File: src/scs_defs.vh
`ifndef SCS_DEFS_VH
`define SCS_DEFS_VH

// Register indices (byte address = 4 * index)
`define SCS_IDX_DMA_CTRL   16'h4418
`define SCS_IDX_DATA       16'h441e
`define SCS_IDX_SPI_STAT   16'h4420
`define SCS_IDX_I2C_STAT   16'h4422
`define SCS_IDX_I2C_CMD    16'h4426
`define SCS_IDX_I2C_ACK    16'h4428
`define SCS_IDX_MODE       16'h4424
`define SCS_IDX_IRQ_STAT   16'h4440
`define SCS_IDX_IRQ_MASK   16'h4442
`define SCS_ADDR_W         18

// spi_status bits
`define SCS_SPI_TXIDLE     3
`define SCS_SPI_TXSPACE    2
`define SCS_SPI_RXVALID    1
`define SCS_SPI_RXOVR      0

// i2c_command bits
`define SCS_CMD_STOP       3
`define SCS_CMD_START      2
`define SCS_CMD_SEND       1
`define SCS_CMD_RECV       0

// i2c_status bits
`define SCS_ST_CMDFIN      3
`define SCS_ST_RXFIN       2
`define SCS_ST_TXFIN       1
`define SCS_ST_NACK        0

// dma_buffer_control bits
`define SCS_DMA_TXRST      5
`define SCS_DMA_RXRST      4

// Mode field values
`define SCS_MODE_SPI       2'h2
`define SCS_MODE_I2C       2'h3

// Reset values
`define SCS_RST_ACK        1'h0
`define SCS_RST_MODE       2'h0

// Link timing: a quarter bit lasts this value plus one clock ticks; then the buffer service done count
`define SCS_QTR_DEF        16'h0040
`define SCS_DMA_DONE_CYC   8'h10

`endif

File: src/scs_ctrl.v
// Summary of operation
// - SPI tx-idle flag: transmit FIFO empty and shifter idle.
// - SPI tx-space flag: transmit FIFO can take a byte.
// - SPI rx-valid flag: receive FIFO holds a byte.
// - SPI overrun flag sets when a byte arrives into a full receive FIFO.
// - Reading the data register clears the overrun flag.
// - Stop command bit sends STOP, self-clears when done.
// - Start command bit sends START or repeated START, self-clears.
// - Send bit transmits a byte, receive bit receives one; both self-clear.
// - After a received byte drive ACK if ack select is one, else NACK.
// - Command-finished flag sets when START or STOP completes.
// - Receive-finished flag sets when a byte is received.
// - Transmit-finished flag sets when a byte is sent.
// - NACK-received flag sets when slave NACKs a sent byte.
// - All I2C status flags clear when the next bus operation begins.
// - Data write pushes low byte to transmit FIFO; read pops receive FIFO.
// - Mode 0/1 disabled, 2 SPI, 3 I2C; disable before switching.
//
// Register access over AXI4-Lite was left to the implementer.
`timescale 1ns/1ps
`include "scs_defs.vh"

module scs_ctrl #(
	parameter [15:0] QTR_TICKS = `SCS_QTR_DEF,
	parameter        FIFO_AW   = 2
) (
	input  wire        i_clk_sys,
	input  wire        i_rstn,
	input  wire [19:0] i_awaddr,
	input  wire        i_awvalid,
	output reg         o_awready,
	input  wire [31:0] i_wdata,
	input  wire [3:0]  i_wstrb,
	input  wire        i_wvalid,
	output reg         o_wready,
	output reg  [1:0]  o_bresp,
	output reg         o_bvalid,
	input  wire        i_bready,
	input  wire [19:0] i_araddr,
	input  wire        i_arvalid,
	output reg         o_arready,
	output reg  [31:0] o_rdata,
	output reg  [1:0]  o_rresp,
	output reg         o_rvalid,
	input  wire        i_rready,
	input  wire        i_scl_in,
	output reg         o_scl_out,
	output reg         o_scl_oe,
	input  wire        i_sda_in,
	output reg         o_sda_out,
	output reg         o_sda_oe,
	output reg         o_irq
);
	localparam ST_IDLE = 3'h0, ST_START = 3'h1, ST_STOP = 3'h2, ST_BIT = 3'h3;

	reg  [1:0]  scl_s, sda_s;
	reg  [1:0]  mode;
	reg  [3:0]  cmd;
	reg         ack_sel;
	reg  [3:0]  i2c_st;
	reg         rx_ovr;
	reg  [3:0]  dma_load;
	reg  [7:0]  dma_cnt [0:3];
	reg  [3:0]  irq_st, irq_mask;
	reg  [2:0]  state;
	reg  [1:0]  phase;
	reg  [3:0]  bit_n;
	reg  [8:0]  shreg;
	reg  [15:0] tick;
	reg         owned;
	reg         aw_h, w_h;
	reg  [19:0] aw_a;
	reg  [31:0] w_d;
	reg  [3:0]  w_s;
	reg         tx_pop, rx_push;
	reg  [7:0]  rx_byte;
	wire [7:0]  tx_byte;
	wire [7:0]  rx_q;
	wire        tx_empty, tx_full, rx_empty, rx_full;
	wire        scl_pin = scl_s[1];
	wire        sda_pin = sda_s[1];
	wire        i2c_on  = (mode == `SCS_MODE_I2C);
	wire        qtick   = (tick == 16'h0000);

	// Bus decode
	wire        wr_go  = aw_h && w_h && !o_bvalid;
	wire [17:0] wr_idx = aw_a[19:2];
	wire        rd_go  = i_arvalid && o_arready;
	wire [17:0] rd_idx = i_araddr[19:2];
	wire        wr_data = wr_go && w_s[0] && (wr_idx == `SCS_IDX_DATA);
	wire        rd_data = rd_go && (rd_idx == `SCS_IDX_DATA);
	wire        wr_cmd  = wr_go && w_s[0] && (wr_idx == `SCS_IDX_I2C_CMD);
	wire        wr_dma  = wr_go && w_s[0] && (wr_idx == `SCS_IDX_DMA_CTRL);
	wire        rd_irq  = rd_go && (rd_idx == `SCS_IDX_IRQ_STAT);

	wire        op_begin = (state == ST_IDLE) && i2c_on && (cmd != 4'h0) && qtick;
	wire        spi_idle = tx_empty && (state == ST_IDLE);
	wire [3:0]  spi_st   = {spi_idle, !tx_full, !rx_empty, rx_ovr};
	reg  [3:0]  fin_set;
	wire [3:0]  dma_done;

	scs_fifo #(.W(8), .AW(FIFO_AW)) u_txf (
		.i_clk_sys (i_clk_sys),
		.i_rstn    (i_rstn),
		.i_clr     (!i2c_on),
		.i_push    (wr_data),
		.i_wdata   (w_d[7:0]),
		.i_pop     (tx_pop),
		.o_rdata   (tx_byte),
		.o_empty   (tx_empty),
		.o_full    (tx_full)
	);

	scs_fifo #(.W(8), .AW(FIFO_AW)) u_rxf (
		.i_clk_sys (i_clk_sys),
		.i_rstn    (i_rstn),
		.i_clr     (!i2c_on),
		.i_push    (rx_push),
		.i_wdata   (rx_byte),
		.i_pop     (rd_data),
		.o_rdata   (rx_q),
		.o_empty   (rx_empty),
		.o_full    (rx_full)
	);

	// Pin synchronisers
	always @(posedge i_clk_sys or negedge i_rstn)
	begin
		if (!i_rstn)
		begin
			scl_s <= 2'h3;
			sda_s <= 2'h3;
		end
		else
		begin
			scl_s <= {scl_s[0], i_scl_in};
			sda_s <= {sda_s[0], i_sda_in};
		end
	end

	// AXI write channel
	always @(posedge i_clk_sys or negedge i_rstn)
	begin
		if (!i_rstn)
		begin
			aw_h      <= 1'b0;
			w_h       <= 1'b0;
			aw_a      <= 20'h00000;
			w_d       <= 32'h00000000;
			w_s       <= 4'h0;
			o_awready <= 1'b0;
			o_wready  <= 1'b0;
			o_bvalid  <= 1'b0;
			o_bresp   <= 2'h0;
		end
		else
		begin
			o_awready <= !aw_h && !(i_awvalid && o_awready) && !o_bvalid;
			o_wready  <= !w_h && !(i_wvalid && o_wready) && !o_bvalid;
			if (i_awvalid && o_awready)
			begin
				aw_h <= 1'b1;
				aw_a <= i_awaddr;
			end
			if (i_wvalid && o_wready)
			begin
				w_h <= 1'b1;
				w_d <= i_wdata;
				w_s <= i_wstrb;
			end
			if (wr_go)
			begin
				aw_h     <= 1'b0;
				w_h      <= 1'b0;
				o_bvalid <= 1'b1;
				case (wr_idx)
					`SCS_IDX_DATA, `SCS_IDX_I2C_CMD, `SCS_IDX_I2C_ACK, `SCS_IDX_DMA_CTRL,
					`SCS_IDX_MODE, `SCS_IDX_IRQ_MASK, `SCS_IDX_SPI_STAT, `SCS_IDX_I2C_STAT,
					`SCS_IDX_IRQ_STAT: o_bresp <= 2'h0;
					default:           o_bresp <= 2'h2;
				endcase
			end
			else if (o_bvalid && i_bready)
				o_bvalid <= 1'b0;
		end
	end

	// AXI read channel
	always @(posedge i_clk_sys or negedge i_rstn)
	begin
		if (!i_rstn)
		begin
			o_arready <= 1'b0;
			o_rvalid  <= 1'b0;
			o_rdata   <= 32'h00000000;
			o_rresp   <= 2'h0;
		end
		else
		begin
			o_arready <= !o_rvalid && !(i_arvalid && o_arready);
			if (rd_go)
			begin
				o_rvalid <= 1'b1;
				o_rresp  <= 2'h0;
				case (rd_idx)
					`SCS_IDX_DATA:     o_rdata <= {24'h000000, rx_empty ? 8'h00 : rx_q};
					`SCS_IDX_SPI_STAT: o_rdata <= {28'h0000000, spi_st};
					`SCS_IDX_I2C_STAT: o_rdata <= {28'h0000000, i2c_st};
					`SCS_IDX_I2C_CMD:  o_rdata <= {28'h0000000, cmd};
					`SCS_IDX_I2C_ACK:  o_rdata <= {31'h00000000, ack_sel};
					`SCS_IDX_DMA_CTRL: o_rdata <= {28'h0000000, dma_load};
					`SCS_IDX_MODE:     o_rdata <= {30'h00000000, mode};
					`SCS_IDX_IRQ_STAT: o_rdata <= {28'h0000000, irq_st};
					`SCS_IDX_IRQ_MASK: o_rdata <= {28'h0000000, irq_mask};
					default:
					begin
						o_rdata <= 32'h00000000;
						o_rresp <= 2'h2;
					end
				endcase
			end
			else if (o_rvalid && i_rready)
				o_rvalid <= 1'b0;
		end
	end

	// Software registers and flags
	always @(posedge i_clk_sys or negedge i_rstn)
	begin
		if (!i_rstn)
		begin
			mode     <= `SCS_RST_MODE;
			ack_sel  <= `SCS_RST_ACK;
			rx_ovr   <= 1'b0;
			irq_mask <= 4'h0;
			irq_st   <= 4'h0;
			dma_load <= 4'h0;
			o_irq    <= 1'b0;
		end
		else
		begin
			if (wr_go && w_s[0] && wr_idx == `SCS_IDX_MODE)
				mode <= w_d[1:0];
			if (wr_go && w_s[0] && wr_idx == `SCS_IDX_I2C_ACK)
				ack_sel <= w_d[0];
			if (wr_go && w_s[0] && wr_idx == `SCS_IDX_IRQ_MASK)
				irq_mask <= w_d[3:0];
			if (rx_push && rx_full)
				rx_ovr <= 1'b1;
			else if (rd_data)
				rx_ovr <= 1'b0;
			irq_st <= (rd_irq ? 4'h0 : irq_st) | fin_set;
			o_irq  <= |(irq_st & irq_mask);
			if (wr_dma && w_d[`SCS_DMA_TXRST])
				dma_load[3:2] <= 2'h0;
			if (wr_dma && w_d[`SCS_DMA_RXRST])
				dma_load[1:0] <= 2'h0;
			if (wr_dma)
				dma_load <= (dma_load | w_d[3:0]) &
					~{{2{w_d[`SCS_DMA_TXRST]}}, {2{w_d[`SCS_DMA_RXRST]}}};
			else
				dma_load <= dma_load & ~dma_done;
		end
	end

	// Buffer service timers: each marked buffer completes after a fixed time
	genvar g;
	generate
		for (g = 0; g < 4; g = g + 1)
		begin : g_dma
			assign dma_done[g] = dma_load[g] && (dma_cnt[g] == `SCS_DMA_DONE_CYC);
			always @(posedge i_clk_sys or negedge i_rstn)
			begin
				if (!i_rstn)
					dma_cnt[g] <= 8'h00;
				else if (!dma_load[g] || dma_done[g])
					dma_cnt[g] <= 8'h00;
				else
					dma_cnt[g] <= dma_cnt[g] + 8'h01;
			end
		end
	endgenerate

	// I2C master engine
	always @(posedge i_clk_sys or negedge i_rstn)
	begin
		if (!i_rstn)
		begin
			state     <= ST_IDLE;
			phase     <= 2'h0;
			bit_n     <= 4'h0;
			shreg     <= 9'h000;
			tick      <= 16'h0000;
			owned     <= 1'b0;
			cmd       <= 4'h0;
			i2c_st    <= 4'h0;
			fin_set   <= 4'h0;
			tx_pop    <= 1'b0;
			rx_push   <= 1'b0;
			rx_byte   <= 8'h00;
			o_scl_out <= 1'b0;
			o_scl_oe  <= 1'b0;
			o_sda_out <= 1'b0;
			o_sda_oe  <= 1'b0;
		end
		else
		begin
			tx_pop  <= 1'b0;
			rx_push <= 1'b0;
			fin_set <= 4'h0;
			tick    <= qtick ? QTR_TICKS : tick - 16'h0001;
			if (wr_cmd && state == ST_IDLE)
				cmd <= cmd | w_d[3:0];
			if (!i2c_on)
			begin
				state <= ST_IDLE;
				owned <= 1'b0;
				cmd   <= 4'h0;
				o_scl_oe <= 1'b0;
				o_sda_oe <= 1'b0;
			end
			else if (op_begin)
			begin
				i2c_st <= 4'h0;
				phase  <= 2'h0;
				if (cmd[`SCS_CMD_STOP])
					state <= ST_STOP;
				else if (cmd[`SCS_CMD_START])
					state <= ST_START;
				else
				begin
					state <= ST_BIT;
					bit_n <= 4'h0;
					shreg <= cmd[`SCS_CMD_SEND] ? {tx_byte, 1'b1} : {8'hff, !ack_sel};
					tx_pop <= cmd[`SCS_CMD_SEND];
				end
			end
			else if (qtick && state != ST_IDLE)
			begin
				phase <= phase + 2'h1;
				case (state)
					ST_START:
					begin
						// High SDA and SCL, then SDA falls with SCL high
						o_scl_oe <= (phase == 2'h3);
						o_sda_oe <= (phase >= 2'h2);
						if (phase == 2'h3)
						begin
							state <= ST_IDLE;
							owned <= 1'b1;
							cmd[`SCS_CMD_START] <= 1'b0;
							i2c_st[`SCS_ST_CMDFIN] <= 1'b1;
							fin_set[`SCS_ST_CMDFIN] <= 1'b1;
						end
					end
					ST_STOP:
					begin
						o_sda_oe <= (phase <= 2'h1);
						o_scl_oe <= (phase == 2'h0);
						if (phase == 2'h3)
						begin
							state <= ST_IDLE;
							owned <= 1'b0;
							cmd[`SCS_CMD_STOP] <= 1'b0;
							i2c_st[`SCS_ST_CMDFIN] <= 1'b1;
							fin_set[`SCS_ST_CMDFIN] <= 1'b1;
						end
					end
					ST_BIT:
					begin
						// Data set while SCL low, SCL high for two quarters, sample in the middle
						if (phase == 2'h0)
						begin
							o_scl_oe <= 1'b1;
							o_sda_oe <= !shreg[8];
						end
						if (phase == 2'h1)
							o_scl_oe <= 1'b0;
						if (phase == 2'h2)
							shreg <= {shreg[7:0], sda_pin};
						if (phase == 2'h3)
						begin
							o_scl_oe <= 1'b1;
							bit_n <= bit_n + 4'h1;
							if (bit_n == 4'h8)
							begin
								state <= ST_IDLE;
								o_scl_oe <= 1'b1;
								o_sda_oe <= 1'b0;
								if (cmd[`SCS_CMD_SEND])
								begin
									cmd[`SCS_CMD_SEND] <= 1'b0;
									i2c_st[`SCS_ST_TXFIN] <= 1'b1;
									i2c_st[`SCS_ST_NACK]  <= shreg[0];
									fin_set[`SCS_ST_TXFIN] <= 1'b1;
									fin_set[`SCS_ST_NACK]  <= shreg[0];
								end
								else
								begin
									cmd[`SCS_CMD_RECV] <= 1'b0;
									i2c_st[`SCS_ST_RXFIN] <= 1'b1;
									fin_set[`SCS_ST_RXFIN] <= 1'b1;
									rx_byte <= shreg[8:1];
									rx_push <= 1'b1;
								end
							end
						end
					end
					default: state <= ST_IDLE;
				endcase
			end
			o_scl_out <= 1'b0;
			o_sda_out <= 1'b0;
		end
	end
endmodule // scs_ctrl

File: src/scs_fifo.v
`timescale 1ns/1ps
`include "scs_defs.vh"

module scs_fifo #(
	parameter W  = 8,
	parameter AW = 2
) (
	input  wire         i_clk_sys,
	input  wire         i_rstn,
	input  wire         i_clr,
	input  wire         i_push,
	input  wire [W-1:0] i_wdata,
	input  wire         i_pop,
	output reg  [W-1:0] o_rdata,
	output wire         o_empty,
	output wire         o_full
);
	reg [W-1:0] mem [0:(1<<AW)-1];
	reg [AW:0]  wp;
	reg [AW:0]  rp;
	wire        wr_ok   = i_push && !o_full;
	wire [AW:0] next_rp = rp + {{AW{1'b0}}, (i_pop && !o_empty)};

	assign o_empty = (wp == rp);
	assign o_full  = (wp[AW] != rp[AW]) && (wp[AW-1:0] == rp[AW-1:0]);

	always @(posedge i_clk_sys)
	begin
		if (i_push && !o_full)
			mem[wp[AW-1:0]] <= i_wdata;
	end

	always @(posedge i_clk_sys or negedge i_rstn)
	begin
		if (!i_rstn)
		begin
			wp      <= {(AW+1){1'b0}};
			rp      <= {(AW+1){1'b0}};
			o_rdata <= {W{1'b0}};
		end
		else if (i_clr)
		begin
			wp      <= {(AW+1){1'b0}};
			rp      <= {(AW+1){1'b0}};
			o_rdata <= {W{1'b0}};
		end
		else
		begin
			if (wr_ok)
				wp <= wp + 1'b1;
			rp <= next_rp;
			// Head of queue kept registered; bypass when it is written now
			o_rdata <= (wr_ok && next_rp == wp) ? i_wdata : mem[next_rp[AW-1:0]];
		end
	end
endmodule // scs_fifo

File: config.mk
export PLATFORM = sky130hd
export DESIGN_NAME = scs_ctrl
export DESIGN_NICKNAME = d
export VERILOG_FILES = /design/src/scs_ctrl.v /design/src/scs_fifo.v
export VERILOG_INCLUDE_DIRS = /design/src /design/src/src
export SDC_FILE = /design/constraint.sdc
export NUM_CORES = 1
export LEC_CHECK = 0
export BUFFER_PORTS_ARGS = -buffer_cell sky130_fd_sc_hd__buf_2
export CAP_MARGIN = 25
export CORE_AREA = 2 2 198 200
export CTS_CLUSTER_SIZE = 14
export DETAILED_ROUTE_END_ITERATION = 10
export DIE_AREA = 0 0 200 202
export GPL_TIMING_DRIVEN = 0
export MAX_ROUTING_LAYER = met4
export RECOVER_POWER = 25
export SETUP_SLACK_MARGIN = 0.15
export SYNTH_ARGS = -nofsm -noshare
export SYNTH_HDL_FRONTEND = slang
export SYNTH_SLANG_ARGS = --single-unit
export TNS_END_PERCENT = 50
File: constraint.sdc
create_clock -name i_clk_sys -period 8.4 [get_ports i_clk_sys]
set_input_delay 0.42 -clock i_clk_sys [delete_from_list [all_inputs] [get_ports i_clk_sys]]
set_output_delay 0.42 -clock i_clk_sys [all_outputs]
set_load 0.05 [all_outputs]
; ---- Yosys cells after proc, flatten, opt, wreduce, memory -nomap -nowiden
; Memories as Yosys holds them, arrays and structs flattened.
; Cells that the tools add are included.
[word_totals]
regBits = 209
ramBits = 64
inputBits = 85
out_inout_bits = 46
wordCells = 329
n_memories = 2
[op_classes]
add_sub_neg = 11
order_cmp = 2
n_eq_ne = 51
muxes = 115
bitwise = 10
reduce_logical = 92
[memory_table]
columns = name, depth, word_bits, read_ports, rd_ports_with_merged_regs, wr, line
row1 = u_rxf.mem, 4, 8, 1, 0, 1, scs_fifo.v:18  ; reg [W-1:0] mem [0:(1<<AW)-1];
row2 = u_txf.mem, 4, 8, 1, 0, 1, scs_fifo.v:18
[op_table]
columns = op, count
row1 = $eq 18x15->1 const B, 18
row2 = $mux 8, 9
row3 = $pmux 8 s9, 1
row4 = $mux 4, 17
row5 = $mux 9, 7
row6 = $mux 3, 18
row7 = $mux 1, 48
row8 = $logic_and 1x1->1, 40
row9 = $add 8x1->8 const B, 4
row10 = $eq 8x5->1 const B, 4
row11 = $reduce_and 6->1, 4
row12 = $reduce_bool 2->1, 12
row13 = $mux 2, 11
row14 = $reduce_or 9->1, 2
row15 = $logic_not 1->1, 17
row16 = $logic_not 16->1, 1
row17 = $mux 16, 1
row18 = $sub 16x1->16 const B, 1
row19 = $and 4x4->4, 3
row20 = $eq 3x3->1, 4
row21 = $or 4x4->4, 3
row22 = $reduce_and 4->1, 3
row23 = $ne 2x1->1 const B, 4
row24 = $ne 4x4->1 const B, 2
row25 = other kinds (32), 47

; ---- Depth between registers and ports, before layout
; Gate-level depths: netlist of the first run.
[depth]
ltp_word = 13
mapped_depth = 12

; ---- By module
; Synthesis of the first run repeated with hierarchy kept, for this count alone.
[hier_totals]
cells_unflattened = 941
area_unflattened_um2 = 11503.5
[by_module_without_submodules]
columns = module, instances, cells_per_inst, area_per_inst_um2, seq_area_each_um2
row1 = scs_ctrl, 1, 699, 7495.9, 3781.1
row2 = scs_fifo at u_rxf, 1, 121, 2031.9, 1311.3
row3 = scs_fifo at u_txf, 1, 121, 1975.6, 1311.3

; ---- Worst setup path before layout of the first run
; OpenSTA, ideal clock, no wires.
[synth_timing]
path_type = input-to-reg
from = input i_araddr[9]
to = register u_rxf.o_rdata[0]
t_arrival_ps = 3202
path_slack_ps = 5067
cell_stages = 10
n_path_buf = 1
cell_sequence = nor4_1 -> nand3_1 -> or3_1 -> nor3_1 -> ha_1 -> clkbuf_1 -> xnor2_1 -> nand4_1 -> mux2i_1 -> nor2_1
[synth_via]
elab_chain_len = 8
[synth_lines]
columns = element, line
row1 = start: declaration, scs_ctrl.v:39  ; input wire [19:0] i_araddr,
row2 = $eq 18x15->1 (*), -
row3 = $logic_and 1x1->1 (*), scs_ctrl.v:91  ; wire rd_data = rd_go && (rd_idx == `SCS_IDX_DATA);
row4 = $logic_and 1x1->1 (*), scs_fifo.v:22  ; wire [AW:0] next_rp = rp + {{AW{1'b0}}, (i_pop && !o_empty)};
row5 = $add 3x1->3 (*), scs_fifo.v:22
row6 = branches (longest 2 deep; another with $mem_v2 4x8), -
row7 = $mux 8 (*), scs_fifo.v:53  ; o_rdata <= (wr_ok && next_rp == wp) ? i_wdata : mem[next_rp[AW-1:0]];
row8 = $mux 8 (*), scs_fifo.v:41  ; else if (i_clr)
row9 = end signal: assignment, scs_fifo.v:39  ; o_rdata <= {W{1'b0}};
row10 = end signal: assignment, scs_fifo.v:45  ; o_rdata <= {W{1'b0}};
row11 = end signal: assignment, scs_fifo.v:53
row12 = end: declaration, scs_fifo.v:14  ; output reg [W-1:0] o_rdata,
; Every way passes the cells marked *.
; A chain may end at the register's enable or synchronous reset.

==> impl_metrics.json, run 1 <==
{
  "status": "finished with violations",
  "violations": "capacitance limit, slew limit",
  "track_usage": 0.124,
  "core_sq_um": 38300,
  "fin_setup_tns_ps": 0,
  "cts.reportedPaths.clkPinSlew_ps": 60,
  "synth_ff_type": "dfrtp_1",
  "drtPass1Iterations": 4,
  "post-route-min-period_ps": 4110,
  "power_frac_comb": 0.102,
  "power_frac_clock": 0.400,
  "slowest_stage": "clkbuf_1",
  "rows": 72,
  "clockBufferDepth": 3,
  "vias_per_cell": 4.69,
  "syn_inst": 930,
  "ctsHoldBuffers": 2,
  "max-vdd-ir-drop_mv": 0.176,
  "crit_path_max_incr_delay_ps": 2770,
  "synth_adder_area_share": 0.0354,
  "yosysSeqAreaShare": 0.567,
  "layout_commonest_cell": "dfrtp_1",
  "routed_wl_mm": 24.3,
  "top_usage_layer": "met1",
  "synthArstFlopShare": 0.737,
  "die_area_sq_um": 40400,
  "synth_top_family_by_area": "simple AND/OR/NAND/NOR gates",
  "max-slew-margin-rel": -1.66,
  "cp.required_ps": 8100,
  "antenna_found_initial": 0,
  "hold_class": "in -> reg",
  "hold_violations": 0,
  "synth_area_leaders": "dfrtp_1 (39%), edfxtp_1 (17%), ha_1 (3.5%), mux2_2 (3.4%), nor2_1 (3.3%)",
  "cts_setup_buffers": 0,
  "synthDistinctLibCells": 72,
  "avgSynthCellArea_sq_um": 12.2,
  "synth_mux_area_frac": 0.101,
  "power.switching_w": 0.000723,
  "start_util": 0.295,
  "synthSimpleGateAreaFrac": 0.148,
  "grt_pass1_vias": 7312,
  "critPathKind": "in -> async",
  "synth_compound_gate_area_share": 0.0673,
  "maxCapViolCount": 1,
  "fill_cells": 3762,
  "route.vias.total": 7483,
  "syn_area_sq_um": 11300,
  "hold_start": "i_bready",
  "boundaryPins": 131,
  "worstSetupStartpointType": "input pin",
  "tightest_slew_ps": 3990,
  "grt_setup_unrepaired": "no",
  "setup_viol": 0,
  "ant_nets": 0,
  "synth-xor-area-share": 0.0424,
  "finClkSkew_ps": 7.98,
  "root_buffer": "clkbuf_16",
  "place_ws_ps": 3730,
  "swShare": 0.253,
  "cp_top_family": "buffers and inverters",
  "finalMaxSlewViolations": 71,
  "syn2layout_area_growth_pct": 17.7,
  "cts_tree": "built",
  "path_buf_inv": 2,
  "yosys_warnings": 0,
  "route.detailed.drc": 0,
  "clk_latency_ps": 520,
  "leakage_nw": 5.70,
  "fp.dieH_um": 202,
  "synth_top_area_share": 0.392,
  "drive_above_1_share": 0.200,
  "worst-path-max-fanout": 71,
  "place.gp.congestion": 0.865,
  "cp-end-kind": "async pin",
  "numCtsBuffers": 25,
  "grt_pass1_wl_mm": 39.1,
  "post-synth-top-area-cell": "dfrtp_1",
  "finalCritPeriodShare": 0.489,
  "arrival_ps": 3800,
  "most-common-layout-cells": "dfrtp_1 (177), nor2_1 (99), buf_2 (70), edfxtp_1 (64), nand2_1 (44)",
  "cts.sinks": 243,
  "met3_usage": 0.0207,
  "grtUsageMet1": 0.184,
  "crit_chain": "dlygate4sd3_1 -> clkbuf_1",
  "grt.overflow.total": 0,
  "p_seq_frac": 0.498,
  "nets": 1174,
  "dr.first_iter.drc_count": 458,
  "cts_max_level": 1,
  "synth_edf_count": 64,
  "die_w_um": 200,
  "internal_power_w": 0.00214,
  "io_buffer_count": 68,
  "r2r_start": "u_txf.wp[0]",
  "critical_path.startpoint": "i_rstn",
  "max_clock_freq_ghz": 0.244,
  "powerDensity_nw_per_um2": 215,
  "grt_start_max_net_pins": 110,
  "grt_util_met2": 0.180,
  "cts_resized": 0,
  "ys_seq_elements": 243,
  "routedWlPerCell_um": 15.2,
  "post-dp-hpwl_mm": 17.2,
  "setup_ws_ps": 4290
}
sequential cells by signal (all words and copies together), names as in the netlist, 4 cells and up:
name	flops
u_rxf.mem	32
cmd	4
w_d	8
tick	16
u_rxf.o_rdata	8
irq_mask	4
u_txf.o_rdata	8
i2c_st	4
o_rdata	8
u_txf.mem	32
irq_st	4
fin_set	4
rx_byte	8
dma_cnt	32
shreg	9
dma_load	4
bit_n	4
aw_a	18
layer usage:
layer,vias up,share of wire
li1,3583,-
met5,-,0
met4,0,0.017
met1,3670,0.50
met2,195,0.43
met3,35,0.056
cells by family (layout without fill, tap and decap cells):
family / count (synthesis) / in the layout
and+or+nand+nor: 322 / 322
muxes: 86 / 86
AOI/OAI and AO/OA: 108 / 108
adders and majority gates: 32 / 32
xor gates and xnor gates: 53 / 53
buffers and inverters: 85 / 204
DFF: 243 / 243
other: 1 / 29
cell type report:
type / count / area [sq um] / share of cell area
flip-flops and latches: 243 / 6400 / 0.481
multi-input cells: 629 / 4570 / 0.343
clock buffers: 30 / 674 / 0.0507
well taps: 518 / 648 / 0.0487
repair buffers: 73 / 397 / 0.0298
plain buffers: 51 / 305 / 0.0229
clock inverters: 16 / 181 / 0.0136
inverters: 34 / 128 / 0.00959
diodes: 1 / 2.50 / 0.000188
through the flow:
stage | hold WS [ps] | total power [W] | utilization | instances | area, sq um
global placement | 349 | 0.00173 | 0.324 | 1543 | 12400
finish | 71.4 | 0.00286 | 0.348 | 1595 | 13300
detailed placement | 352 | 0.00174 | 0.325 | 1546 | 12400
global route | 73.0 | 0.00299 | 0.347 | 1594 | 13300
CTS | 54.0 | 0.00290 | 0.348 | 1594 | 13300
floorplan | 124 | 0.00163 | - | 957 | 11400
synthesized netlist by cell type, types with 26 or more instances:
cell,count
dfrtp_1,177
nor2_1,99
edfxtp_1,64
nand2_1,44
nand3_1,41
inv_1,34
mux2_2,34
ha_1,32
buf_4,28
mux2i_1,28
xnor2_1,26
xor2_1,26
path summary, 6_finish.rpt:
path                                    end  slack (ps)  cells past startpoint
min in group asynchronous            w_d[1]        1840                      2
min reg2reg                        sda_s[1]         360                      0
min                                o_bvalid          70                      2
max reg2reg                u_txf.o_rdata[7]        4730                     11
max                        u_rxf.o_rdata[5]        4290                      2
max in group i_clk_sys     u_rxf.o_rdata[6]        4300                     12
power groups by stage:
stage | registers (W) | logic (W) | clock network, W
after floorplan | 0.00144 | 0.000185 | 0
after detailed placement | 0.00145 | 0.000292 | 0
final | 0.00142 | 0.000291 | 0.00114
after CTS | 0.00143 | 0.000293 | 0.00118
after global placement | 0.00144 | 0.000284 | 0
after global routing | 0.00144 | 0.000321 | 0.00123
(Power assumes the default switching activity.)
==> inputs of run 2 (changes only) <==
==> constraint.sdc (replaced) <==
create_clock -name i_clk_sys -period 3.65 [get_ports i_clk_sys]
set_input_delay 0.1825 -clock i_clk_sys [delete_from_list [all_inputs] [get_ports i_clk_sys]]
set_output_delay 0.1825 -clock i_clk_sys [all_outputs]
set_load 0.05 [all_outputs]
==> impl_metrics.json, run 2 (synthesized netlist as in run 1, its figures left out) <==
{
  "post-route-min-period_ps": 3250,
  "numCtsBuffers": 25,
  "most-common-layout-cells": "dfrtp_1 (177), nor2_1 (99), buf_2 (70), edfxtp_1 (64), nand2_1 (44)",
  "boundaryPins": 131,
  "vias_per_cell": 4.68,
  "fill_cells": 3725,
  "nets": 1210,
  "r2r_end": "u_txf.o_rdata[6]",
  "arrival_ps": 3630,
  "clockBufferDepth": 3,
  "io_buffer_count": 68,
  "grt.overflow.total": 0,
  "hold_path_depth": 5,
  "place.gp.congestion": 0.865,
  "final_cells": 1630,
  "syn2layout_area_growth_pct": 20.9,
  "die_w_um": 200,
  "cts.reportedPaths.clkPinSlew_ps": 60,
  "drive_above_1_share": 0.200,
  "cp.required_ps": 4030,
  "grt_pass1_vias": 7515,
  "track_usage": 0.126,
  "finalCritPeriodShare": 0.891,
  "rr_worst_depth": 12,
  "clk_latency_ps": 520,
  "r2r_start": "u_txf.wp[0]",
  "routedWlPerCell_um": 15.0,
  "layout_commonest_cell": "dfrtp_1",
  "cts.sinks": 243,
  "tightest_slew_ps": 1860,
  "ant_nets": 0,
  "grt_setup_unrepaired": "no",
  "worst-path-max-fanout": 10,
  "drtPass1Iterations": 5,
  "leakage_nw": 5.85,
  "finClkSkew_ps": 7.03,
  "die_area_sq_um": 40400,
  "cts_max_level": 1,
  "cp-end-kind": "flip-flop",
  "setup_viol": 0,
  "max-slew-margin-rel": -0.242,
  "hold_class": "in -> reg",
  "violations": "capacitance limit, slew limit",
  "route.vias.total": 7623,
  "rows": 72,
  "fp.dieH_um": 202,
  "grt_start_max_net_pins": 110,
  "status": "finished with violations",
  "powerDensity_nw_per_um2": 484,
  "antenna_found_initial": 0,
  "post-dp-hpwl_mm": 17.2,
  "hold_violations": 0,
  "route.detailed.drc": 0,
  "cts_tree": "built",
  "max_clock_freq_ghz": 0.307,
  "dr.first_iter.drc_count": 486,
  "routed_wl_mm": 24.5,
  "maxCapViolCount": 1,
  "root_buffer": "clkbuf_16",
  "holdPathEnd": "rx_ovr",
  "post-route-util": 0.357,
  "grt_pass1_wl_mm": 39.6,
  "finalMaxSlewViolations": 71,
  "placed_cells": 1546,
  "insertedDiodeCount": 0,
  "core_sq_um": 38300,
  "hold_start": "i_araddr[7]",
  "max-vdd-ir-drop_mv": 0.410,
  "r2r_slack_ps": 400,
  "start_util": 0.295,
  "critPathKind": "reg -> reg",
  "worstSetupStartpointType": "flip-flop"
}
[run 2: cell count changes in the layout (fill, tap and decap cells not counted), sizes merged]
cell / delta
dlygate4sd3: +32
buf: +4
diode: -1
[run 2: cell type report]
class / instances / area (sq um) / share of cell area
Tap cell: 518 / 648 / 0.0474
Timing Repair Buffer: 109 / 748 / 0.0548
Clock buffer: 30 / 674 / 0.0494
Sequential cell: 243 / 6400 / 0.469
Buffer: 51 / 307 / 0.0224
Multi-Input combinational cell: 629 / 4570 / 0.335
Clock inverter: 16 / 181 / 0.0133
Inverter: 34 / 128 / 0.00934
[run 2: worst max path at each step]
| stage | start | end | slack, ps | cells after the start |
|---|---|---|---|---|
| 3_3_place_gp | i_araddr[8] | u_rxf.o_rdata[6] | -740 | 11 |
| 2_1_floorplan | i_araddr[9] | u_rxf.o_rdata[0] | 550 | 10 |
| 3_5_place_dp | i_araddr[8] | u_rxf.o_rdata[6] | -780 | 11 |
| 6_report | u_txf.wp[0] | u_txf.o_rdata[6] | 400 | 12 |
| 5_1_grt | u_txf.wp[0] | u_txf.o_rdata[6] | 220 | 12 |
| 4_1_cts | u_txf.wp[0] | u_txf.o_rdata[6] | 400 | 12 |
[run 2: what timing repair did]
action	in CTS	in global routing
resized for setup	2	0
hold endpoints to repair	105	0
setup buffers	4	0
endpoints found under the setup margin	16	0
hold buffers	34	0
[run 2: per-layer routing]
metal	global-route usage	share of wire	wire (um)
met1	0.183	0.49	12000
met2	0.186	0.44	10700
met3	0.0190	0.056	1370
met4	0.0246	0.016	392
met5	-	0	0
[run 2: critical path: stages (launching register included)]
cell and delay (ps):
dfrtp_1 480, xnor2_1 360, nand3b_1 140, and2_1 190
ha_1 190, ha_1 270, clkbuf_1 460, xor2_1 130
nor3_1 200, nand4_1 160, buf_4 230, mux2i_1 250
nor2_1 70
[run 2: stage by stage]
step | total power (W) | cell area, sq um | setup WS, ps | hold slack, ps | TNS, ps
5_1_grt | 0.00690 | 13700 | 221 | 146 | 0
3_3_place_gp | 0.00398 | 12400 | -740 | 294 | -104920
6_report | 0.00661 | 13700 | 398 | 143 | 0
2_1_floorplan | 0.00374 | 11400 | 554 | -113 | 0
4_1_cts | 0.00670 | 13700 | 397 | 109 | 0
3_5_place_dp | 0.00401 | 12400 | -785 | 187 | -5840
[run 2: power breakdown]
group,switching [W],total [W],internal (W)
sequential,0.000242,0.00328,0.00303
clock,0.00104,0.00264,0.00160
combinational,0.000386,0.000697,0.000311
